--- src/logic/ttc_regs.svh ---
// Offsets, field positions, reset values and timing constants of the block
`ifndef TTC_REGS_SVH
`define TTC_REGS_SVH

`define TTC_ADDR_W 8
`define TTC_OFS_OUT_EN 8'h02
`define TTC_OFS_SLEEP_MOD 8'h03
`define TTC_OFS_CHK_LIM 8'h04

`define TTC_RST_OUT_EN 8'h7B
`define TTC_RST_SLEEP_MOD 8'h28
`define TTC_RST_CHK_LIM 8'h50

`define TTC_BIT_CLK_ON 0
`define TTC_BIT_SUPPLY_ON 1
`define TTC_BIT_ASK 7
`define TTC_BIT_SLEEP_STRETCH 1
`define TTC_BIT_LIMIT_STRETCH 0

`define TTC_SLEEP_UNIT 1024
`define TTC_SLEEP_STRETCH_MUL 8
`define TTC_LIMIT_STRETCH_MUL 2
`define TTC_LIM_MIN_FLOOR 6'h0A
`define TTC_LIM_MIN_MAX 6'h3F

`define TTC_DIV_RANGE0 4'h8
`define TTC_DIV_RANGE1 4'h4
`define TTC_DIV_RANGE2 4'h2
`define TTC_DIV_RANGE3 4'h1

`define TTC_CHK_N0 4'h0
`define TTC_CHK_N1 4'h3
`define TTC_CHK_N2 4'h6
`define TTC_CHK_N3 4'h9

`endif

--- src/logic/ttc_pkg.sv ---
// Types shared by the timing control register bank
package ttc_pkg;

  typedef enum logic [1:0] {
    TTC_OP_IDLE = 2'b00,
    TTC_OP_TX = 2'b01,
    TTC_OP_RX_POLL = 2'b10,
    TTC_OP_RX = 2'b11
  } ttc_op_t;

  typedef struct packed {
    logic [5:0] freq_msb;
    logic supply_out_en;
    logic clk_out_en;
  } ttc_out_en_t;

  typedef struct packed {
    logic amplitude_keying_select;
    logic [4:0] sleep_time;
    logic sleep_stretch;
    logic limit_stretch;
  } ttc_sleep_mod_t;

  typedef struct packed {
    logic [1:0] verify_bit_count;
    logic [5:0] lim_min;
  } ttc_chk_lim_t;

  typedef struct packed {
    logic bit_check_ok;
    logic [4:0] key_event;
    logic power_on_status;
  } ttc_auto_set_t;

endpackage : ttc_pkg

--- src/logic/ttc_sleep_timer.sv ---
// Receive polling sleep interval timer
`timescale 1ns/100ps
`include "ttc_regs.svh"
module ttc_sleep_timer import ttc_pkg::*; #(
  parameter int SLEEP_UNIT = `TTC_SLEEP_UNIT
) (
  input wire logic clock,
  input wire logic srst,
  input wire logic ce,
  input wire logic base_timing_clock_tick,
  input wire logic start,
  input wire logic [4:0] sleep_time,
  input wire logic sleep_stretch,
  output logic busy,
  output logic done
);

  localparam int CW = 24;
  logic [CW-1:0] count;
  logic [CW-1:0] next_count;
  logic [CW-1:0] target;
  logic next_busy;
  logic next_done;

  // Sleep length in base clock periods, stretch applied
  always_comb begin
    target = CW'(sleep_time) * CW'(SLEEP_UNIT);
    if (sleep_stretch) begin
      target = target * CW'(`TTC_SLEEP_STRETCH_MUL);
    end
  end

  always_comb begin
    next_count = count;
    next_busy = busy;
    next_done = 1'b0;
    if (start) begin
      next_count = '0;
      next_busy = 1'b1;
    end else if (busy && base_timing_clock_tick) begin
      // Zero sleep ends on the first base tick
      if (count + CW'(1) >= target) begin
        next_busy = 1'b0;
        next_done = 1'b1;
      end else begin
        next_count = count + CW'(1);
      end
    end
  end

  always_ff @(posedge clock) begin
    if (srst) begin
      count <= '0;
      busy <= 1'b0;
      done <= 1'b0;
    end else if (ce) begin
      count <= next_count;
      busy <= next_busy;
      done <= next_done;
    end
  end

endmodule : ttc_sleep_timer

--- src/logic/ttc_bit_clock.sv ---
// Scaled bit clock, minimum limit time and transmit half-bit ticks
`timescale 1ns/100ps
`include "ttc_regs.svh"
module ttc_bit_clock import ttc_pkg::*; (
  input wire logic clock,
  input wire logic srst,
  input wire logic ce,
  input wire logic base_timing_clock_tick,
  input wire logic [1:0] baud_range,
  input wire logic limit_stretch,
  input wire logic [5:0] lim_min,
  input wire logic tx_run,
  output logic scaled_bit_clock_tick,
  output logic tx_half_bit,
  output logic [9:0] min_limit_base_timing_clock
);

  logic [3:0] div;
  logic [4:0] period;
  logic [4:0] pre;
  logic [4:0] next_pre;
  logic [6:0] baud_cnt;
  logic [6:0] next_baud_cnt;
  logic next_scaled_bit_clock_tick;
  logic next_tx_half_bit;
  logic [9:0] next_min_limit_base_timing_clock;

  always_comb begin
    case (baud_range)
      2'd0: div = `TTC_DIV_RANGE0;
      2'd1: div = `TTC_DIV_RANGE1;
      2'd2: div = `TTC_DIV_RANGE2;
      default: div = `TTC_DIV_RANGE3;
    endcase
    // Limit stretch doubles the bit clock period
    period = limit_stretch ? {div, 1'b0} : {1'b0, div};
  end

  always_comb begin
    next_pre = pre;
    next_scaled_bit_clock_tick = 1'b0;
    next_baud_cnt = baud_cnt;
    next_tx_half_bit = 1'b0;
    // Minimum limit expressed in base clock periods
    next_min_limit_base_timing_clock = 10'(lim_min) * 10'(period);
    if (base_timing_clock_tick) begin
      if (pre + 5'd1 >= period) begin
        next_pre = '0;
        next_scaled_bit_clock_tick = 1'b1;
      end else begin
        next_pre = pre + 5'd1;
      end
    end
    // Half bit lasts lim_min+1 bit clock periods
    if (!tx_run) begin
      next_baud_cnt = '0;
    end else if (scaled_bit_clock_tick) begin
      if (baud_cnt >= 7'(lim_min)) begin
        next_baud_cnt = '0;
        next_tx_half_bit = 1'b1;
      end else begin
        next_baud_cnt = baud_cnt + 7'd1;
      end
    end
  end

  always_ff @(posedge clock) begin
    if (srst) begin
      pre <= '0;
      scaled_bit_clock_tick <= 1'b0;
      baud_cnt <= '0;
      tx_half_bit <= 1'b0;
      min_limit_base_timing_clock <= '0;
    end else if (ce) begin
      pre <= next_pre;
      scaled_bit_clock_tick <= next_scaled_bit_clock_tick;
      baud_cnt <= next_baud_cnt;
      tx_half_bit <= next_tx_half_bit;
      min_limit_base_timing_clock <= next_min_limit_base_timing_clock;
    end
  end

endmodule : ttc_bit_clock

--- src/logic/ttc_top.sv ---
// Timing control register bank: clock enable, modulation, sleep, limits
// Function
// - Output-enable register bit 0 gates clock output; resets to 1.
// - Bit check OK (receive modes only), key event or power-on flag forces clock enable on.
// - Bit 7 of sleep register selects ASK (1) or FSK (0, reset).
// - Sleep field bits 6:2, reset 10; sleep = value x 1024 x stretch.
// - Sleep stretch bit 1: 0 gives factor one, 1 gives eight.
// - Limit stretch bit 0: 0 gives factor one, 1 doubles limit times.
// - Bits 7:6 choose bits checked: 0, 3 (reset), 6 or 9.
// - Receive: bits 5:0 give minimum limit in bit clocks, reset 16.
// - Transmit: same field sets baud as 1/((value+1) x period x 2).
// - Bit clock = base period x limit stretch x range divisor 8/4/2/1.
`timescale 1ns/100ps
`include "ttc_regs.svh"
module ttc_top import ttc_pkg::*; #(
  parameter int SLEEP_UNIT = `TTC_SLEEP_UNIT
) (
  input wire logic clock,
  input wire logic srst,
  input wire logic ce,
  input wire logic base_timing_clock_tick,
  input wire logic reg_wr_en,
  input wire logic reg_rd_en,
  input wire logic [7:0] reg_addr,
  input wire logic [7:0] reg_wr_data,
  output logic [7:0] reg_rd_data,
  output logic reg_rd_valid,
  input wire logic [1:0] op_mode,
  input wire logic baud_range_select_hi,
  input wire logic baud_range_select_lo,
  input wire logic bit_check_ok,
  input wire logic [4:0] key_input_event,
  input wire logic power_on_status,
  output logic clk_out_en,
  output logic supply_out_en,
  output logic amplitude_keying_select,
  output logic [3:0] verify_bit_count,
  output logic [9:0] min_limit_base_timing_clock,
  output logic lim_min_invalid,
  output logic scaled_bit_clock_tick,
  output logic tx_half_bit,
  output logic poll_sleeping,
  output logic poll_listening
);

  ////////////////////////////////////////////////////////////////////////
  // Registers

  ttc_out_en_t out_en;
  ttc_out_en_t next_out_en;
  ttc_sleep_mod_t sleep_mod;
  ttc_sleep_mod_t next_sleep_mod;
  ttc_chk_lim_t chk_lim;
  ttc_chk_lim_t next_chk_lim;
  ttc_auto_set_t auto_set;
  logic force_on;
  logic [7:0] next_reg_rd_data;
  logic next_reg_rd_valid;
  ttc_op_t mode;

  assign mode = ttc_op_t'(op_mode);
  assign auto_set.bit_check_ok = bit_check_ok;
  assign auto_set.key_event = key_input_event;
  assign auto_set.power_on_status = power_on_status;

  // Bit check success only counts while the receiver is in use
  always_comb begin
    force_on = 1'b0;
    if (auto_set.bit_check_ok &&
        (mode == TTC_OP_RX || mode == TTC_OP_RX_POLL)) begin
      force_on = 1'b1;
    end
    if (|auto_set.key_event || auto_set.power_on_status) begin
      force_on = 1'b1;
    end
  end

  always_comb begin
    next_out_en = out_en;
    next_sleep_mod = sleep_mod;
    next_chk_lim = chk_lim;
    if (reg_wr_en) begin
      case (reg_addr)
        `TTC_OFS_OUT_EN: next_out_en = ttc_out_en_t'(reg_wr_data);
        `TTC_OFS_SLEEP_MOD: begin
          next_sleep_mod = ttc_sleep_mod_t'(reg_wr_data);
        end
        `TTC_OFS_CHK_LIM: begin
          next_chk_lim = ttc_chk_lim_t'(reg_wr_data);
        end
        default: begin
        end
      endcase
    end
    // Forced set wins over a software clear in the same cycle
    if (force_on) begin
      next_out_en.clk_out_en = 1'b1;
      next_out_en.supply_out_en = 1'b1;
    end
  end

  always_comb begin
    next_reg_rd_valid = reg_rd_en;
    case (reg_addr)
      `TTC_OFS_OUT_EN: next_reg_rd_data = out_en;
      `TTC_OFS_SLEEP_MOD: next_reg_rd_data = sleep_mod;
      `TTC_OFS_CHK_LIM: next_reg_rd_data = chk_lim;
      default: next_reg_rd_data = 8'h00;
    endcase
    if (!reg_rd_en) begin
      next_reg_rd_data = reg_rd_data;
    end
  end

  always_ff @(posedge clock) begin
    if (srst) begin
      out_en <= ttc_out_en_t'(`TTC_RST_OUT_EN);
      sleep_mod <= ttc_sleep_mod_t'(`TTC_RST_SLEEP_MOD);
      chk_lim <= ttc_chk_lim_t'(`TTC_RST_CHK_LIM);
      reg_rd_data <= 8'h00;
      reg_rd_valid <= 1'b0;
    end else if (ce) begin
      out_en <= next_out_en;
      sleep_mod <= next_sleep_mod;
      chk_lim <= next_chk_lim;
      reg_rd_data <= next_reg_rd_data;
      reg_rd_valid <= next_reg_rd_valid;
    end
  end

  ////////////////////////////////////////////////////////////////////////
  // Decoded controls

  assign clk_out_en = out_en.clk_out_en;
  assign supply_out_en = out_en.supply_out_en;
  assign amplitude_keying_select = sleep_mod.amplitude_keying_select;

  always_comb begin
    case (chk_lim.verify_bit_count)
      2'd0: verify_bit_count = `TTC_CHK_N0;
      2'd1: verify_bit_count = `TTC_CHK_N1;
      2'd2: verify_bit_count = `TTC_CHK_N2;
      default: verify_bit_count = `TTC_CHK_N3;
    endcase
  end

  // Out-of-range values are flagged, not corrected, so software sees them
  assign lim_min_invalid = chk_lim.lim_min < `TTC_LIM_MIN_FLOOR;

  ////////////////////////////////////////////////////////////////////////
  // Bit clock and limit timing

  ttc_bit_clock u_bit_clock (
    .clock(clock),
    .srst(srst),
    .ce(ce),
    .base_timing_clock_tick(base_timing_clock_tick),
    .baud_range({baud_range_select_hi, baud_range_select_lo}),
    .limit_stretch(sleep_mod.limit_stretch),
    .lim_min(chk_lim.lim_min),
    .tx_run(mode == TTC_OP_TX),
    .scaled_bit_clock_tick(scaled_bit_clock_tick),
    .tx_half_bit(tx_half_bit),
    .min_limit_base_timing_clock(min_limit_base_timing_clock)
  );

  ////////////////////////////////////////////////////////////////////////
  // Receive polling sequencer

  typedef enum logic [1:0] {
    POLL_OFF,
    POLL_SLEEP,
    POLL_LISTEN,
    POLL_HOLD
  } ttc_poll_t;

  ttc_poll_t poll_state;
  ttc_poll_t next_poll_state;
  logic sleep_start;
  logic next_sleep_start;
  logic sleep_busy;
  logic sleep_done;

  // A failed check keeps listening without re-arming the sleep; only success moves on to hold
  always_comb begin
    next_poll_state = poll_state;
    next_sleep_start = 1'b0;
    case (poll_state)
      POLL_OFF: begin
        if (mode == TTC_OP_RX_POLL) begin
          next_poll_state = POLL_SLEEP;
          next_sleep_start = 1'b1;
        end
      end
      POLL_SLEEP: begin
        if (sleep_done) begin
          next_poll_state = POLL_LISTEN;
        end
      end
      POLL_LISTEN: begin
        if (bit_check_ok) begin
          next_poll_state = POLL_HOLD;
        end
      end
      POLL_HOLD: begin
      end
      default: next_poll_state = POLL_OFF;
    endcase
    if (mode != TTC_OP_RX_POLL) begin
      next_poll_state = POLL_OFF;
      next_sleep_start = 1'b0;
    end
  end

  always_ff @(posedge clock) begin
    if (srst) begin
      poll_state <= POLL_OFF;
      sleep_start <= 1'b0;
    end else if (ce) begin
      poll_state <= next_poll_state;
      sleep_start <= next_sleep_start;
    end
  end

  ttc_sleep_timer #(
    .SLEEP_UNIT(SLEEP_UNIT)
  ) u_sleep_timer (
    .clock(clock),
    .srst(srst),
    .ce(ce),
    .base_timing_clock_tick(base_timing_clock_tick),
    .start(sleep_start),
    .sleep_time(sleep_mod.sleep_time),
    .sleep_stretch(sleep_mod.sleep_stretch),
    .busy(sleep_busy),
    .done(sleep_done)
  );

  assign poll_sleeping = poll_state == POLL_SLEEP && sleep_busy;
  assign poll_listening = poll_state == POLL_LISTEN;

endmodule : ttc_top

--- config.mk ---
export PLATFORM = sky130hd
export DESIGN_NAME = ttc_top
export DESIGN_NICKNAME = d
export VERILOG_FILES = /design/src/logic/ttc_pkg.sv /design/src/logic/ttc_sleep_timer.sv /design/src/logic/ttc_bit_clock.sv /design/src/logic/ttc_top.sv
export VERILOG_INCLUDE_DIRS = /design/src /design/src/logic
export SDC_FILE = /design/constraint.sdc
export NUM_CORES = 1
export LEC_CHECK = 0
export BUFFER_PORTS_ARGS = -buffer_cell sky130_fd_sc_hd__buf_2
export CAP_MARGIN = 20
export CELL_PAD_IN_SITES_DETAIL_PLACEMENT = 1
export CELL_PAD_IN_SITES_GLOBAL_PLACEMENT = 2
export CORE_UTILIZATION = 35
export DETAILED_ROUTE_END_ITERATION = 10
export GPL_ROUTABILITY_DRIVEN = 1
export GPL_TIMING_DRIVEN = 0
export PLACE_DENSITY = 0.82
export SLEW_MARGIN = 10
export SYNTH_ARGS = -nofsm -noshare
export SYNTH_HDL_FRONTEND = slang
export SYNTH_SLANG_ARGS = --single-unit
--- constraint.sdc ---
create_clock -name clock -period 6.15 [get_ports clock]
set_input_delay 1.5375 -clock clock [delete_from_list [all_inputs] [get_ports clock]]
set_output_delay 1.5375 -clock clock [all_outputs]
set_load 0.05 [all_outputs]
==> run_results.csv <==
group,metric,value,unit
cts,clk_path_buf_depth,2,
global_routing,first_global_vias,5224,
synthesis,ys_seq_area_share,31.6,%
sta,finalSetupTns,0,ns
power,p_seq_share,44.2,%
setup_path,crit_chain,"buf_2 > nand2b_1 > mux2i_1 > inv_1 > nor2_1 > fa_1 > inv_1 > fa_1 > fa_1 > inv_1 > ha_1 > nor2b_1 > o21a_1 > nor4_1 > nor3_1 > xnor2_1 > a211oi_1",
sta,period_needed,5.20,ns
setup_path,cp_max_fo,5,
setup_path,rr_endpoint,"u_sleep_timer.count[0]",
placed_design,placed_cells,911,
synthesis,synth_edf_count,0,
drt,drt_iter0_drc,191,
drt,first_pass_iters,4,
floorplanning,die_w,127,um
sta,drv_slew,0,
min_path,hp-class,"flip-flop to flip-flop",
setup_path,cp.arrival,5.45,ns
setup_path,crit_required,6.41,ns
floorplanning,dieHeight,127,um
sta,hold_violations,0,
final_layout,fin_nets,824,
power,power_frac_comb,7.6,%
floorplanning,row_count,45,
sta,fin_worst_skew,0.00723,ns
drt,postRouteAntennaNets,0,
sta,maxSlewHeadroom,42.4,%
synthesis,yosysTopAreaCell,"dfxtp_1",
sta,fmax,192,MHz
cts,cts_setup_buffers,0,
global_routing,grt_max_degree,15,
setup_path,worstSetupPathType,"input port to flip-flop",
cts,cts_tree,"built",
synthesis,yosys_warnings,0,
drt,wl,16100,um
setup_path,max_stage_delay,0.56,ns
cts,cts_made_buffers,9,
final_layout,instances_no_fill,927,
synthesis,ys.flop_type,"dfxtp_1",
global_routing,grt_antenna_before_repair,0,
floorplanning,initial_core_util,35.8,%
final_layout,drive_above_1_share,12.6,%
power,p_leak,2.68,nW
sta,post-route-period-util,84.5,%
global_routing,grt_usage,21.0,%
placed_design,io_buffer_count,61,
setup_path,cp-start-kind,"input port",
synthesis,avgSynthCellArea,8.23,um^2
final_layout,insertedDiodeCount,0,
sta,rsz0062_at_grt,"no",
global_routing,grt_pass1_wl,26500,um
min_path,holdPathEnd,"u_sleep_timer.count[18]",
final_layout,filler_cell_count,1883,
sta,setup_viol,0,
power,p_sw,0.305,mW
sta,worst_slew_pin_slew,0.857,ns
cts,ctsRootBufferMaster,"clkbuf_16",
placed_design,dpl.hpwl,12600,um
drt,routed_via_density,5.38,
power,p_int,0.972,mW
cts,htree_num_levels,3,
cts,clock_latency,0.35,ns
drt,drc_errors,0,
drt,avgRoutedWirePerCell,17.4,um
min_path,whs_path_depth,2,
synthesis,synth_top_cell_area_share,31.6,%
synthesis,synth_seq_cells,86,
cts,cts.reportedPaths.clkPinSlew,0.06,ns
cts,cts.sinks,86,
global_routing,gr-total-overflow,0,
synthesis,synthArstFlopShare,0,%
setup_path,reg2regPathDepth,15,
synthesis,syn-cell-area,5450,um^2
synthesis,syn_inst,662,
floorplanning,dieArea,16100,um^2
setup_path,end_kind,"flip-flop",
synthesis,syn-num-nets,752,
cts,ctsResizeCount,0,
placed_design,place_congestion,0.849,
drt,vias,4985,
outcome,status,"complete, no violations",
power,powerDensity,202,nW/um^2
synthesis,ys_types,56,
power,peakVddDrop,0.128,mV
cts,hold_buffers,0,
setup_path,regToRegSetupSlack,1.69,ns
final_layout,synthToLayoutAreaGrowth,16.2,%
floorplanning,io_pins,64,
power,p_sw_share,23.9,%
flow_run,maxCapViolations,0,
setup_path,r2r_start,"u_sleep_timer.count[0]",
power,clkPwrFrac,48.1,%
synthesis,synth_area_leaders,"dfxtp_1 32%, ha_1 11%, nand2_1 5.6%",
setup_path,slowest_stage,"fa_1",
floorplanning,core_area,15200,um^2
min_path,worstHoldStart,"u_sleep_timer.count[18]",
## cell usage in the layout (no fill, tap or decap), types with 5 or more instances in the layout
cell type / n
nand2b_1: 12
xnor2_1: 26
and2_1: 7
o22ai_1: 5
and3_1: 8
nor2_1: 73
buf_2: 65
o2bb2ai_1: 5
fa_1: 11
nand3_1: 32
a211o_1: 7
clkbuf_16: 9
ha_1: 46
a22oi_1: 8
a21o_1: 8
a311oi_1: 5
nor2b_1: 10
nand4_1: 7
mux2i_1: 23
o21ai_0: 12
dfxtp_1: 86
nand2_1: 81
a21oi_1: 38
a211oi_1: 5
nor3_1: 12
inv_1: 52
clkbuf_1: 16
## synth_stat cells, types with 4 or more instances
master / instances
dfxtp_1: 86
nand2_1: 81
nor2_1: 73
inv_1: 52
ha_1: 46
a21oi_1: 38
nand3_1: 32
xnor2_1: 26
mux2i_1: 23
clkbuf_1: 16
nand2b_1: 12
nor3_1: 12
o21ai_0: 12
fa_1: 11
nor2b_1: 10
a21o_1: 8
a22oi_1: 8
and3_1: 8
a211o_1: 7
and2_1: 7
nand4_1: 7
a211oi_1: 5
a311oi_1: 5
nor4_1: 5
o22ai_1: 5
o2bb2ai_1: 5
a22o_1: 4
buf_2: 4
or2_2: 4
xor2_1: 4
## power by group through the flow
stage | clock [mW] | combinational [mW] | sequential [mW]
final | 0.615 | 0.0971 | 0.565
after global routing | 0.651 | 0.107 | 0.565
after CTS | 0.630 | 0.0987 | 0.565
after detailed placement | 0 | 0.0982 | 0.578
after global placement | 0 | 0.0952 | 0.577
after floorplan | 0 | 0.0523 | 0.584
## worst max-delay path, delay by kind of cell
kind / cells / cell delay, ns
adder cells (fa/ha/maj): 4 / 1.76
AND/OR/NAND/NOR: 5 / 0.77
AO/OA/AOI/OAI: 2 / 0.43
buffers and inverters: 4 / 0.42
multiplexers: 1 / 0.41
XOR/XNOR: 1 / 0.14
## cells by family after synthesis
kind of cell	synth area share, %
xor+xnor	4.82
buf+inv	5.19
fa+ha+maj	14.6
simple gates	24.2
flops	31.6
mux	4.43
compound gates	15.2
## cell type report
class	instances	area (um^2)	share of cell area [%]
Multi-Input combinational cell	502	3450	54.5
Inverter	52	195	3.08
Buffer	22	87.6	1.38
Sequential cell	86	1720	27.2
Tap cell	188	235	3.72
Timing Repair Buffer	61	305	4.82
Clock inverter	5	81.3	1.29
Clock buffer	11	253	3.99
## how the worst max path moves through the flow
stage | start | endpoint | slack [ns]
after global routing | baud_range_select_lo | u_bit_clock.min_limit_base_timing_clock[9] | 0.65
after global placement | baud_range_select_lo | u_bit_clock.min_limit_base_timing_clock[9] | 0.60
after detailed placement | baud_range_select_lo | u_bit_clock.min_limit_base_timing_clock[9] | 0.52
final | baud_range_select_lo | u_bit_clock.min_limit_base_timing_clock[9] | 0.95
after CTS | baud_range_select_lo | u_bit_clock.min_limit_base_timing_clock[9] | 0.88
after floorplan | baud_range_select_lo | u_bit_clock.min_limit_base_timing_clock[9] | 1.14
## sequential cells by signal (all words and copies together) (netlist names), 2 cells and up
name                                     flops
u_sleep_timer.count                         24
u_bit_clock.pre                              5
out_en                                       6
poll_state                                   2
u_bit_clock.min_limit_base_timing_clock     10
reg_rd_data                                  8
u_bit_clock.baud_cnt                         7
chk_lim                                      8
sleep_mod                                    7
## stage by stage
step	setup WS [ns]	power (mW)	cell area, um^2	utilization, %	hold slack, ns
after floorplan	1.14	0.636	5450	-	0.439
after global placement	0.605	0.672	5990	39.4	0.449
after detailed placement	0.521	0.676	5990	39.4	0.462
after CTS	0.880	1.29	6320	41.6	0.473
after global routing	0.651	1.32	6330	41.6	0.500
final	0.953	1.28	6330	41.6	0.471
## per-layer routing
layer  vias up  routed length [um]  GRT usage [%]  share of wire (%)
met3        16                 314           4.05                2.0
met1      2468                7190           24.7                 45
met4         0                 242           5.67                1.5
met5         -                   0              0                  0
li1       2450                   -              -                  -
met2        51                8350           38.7                 52
(Power assumes the default switching activity.)
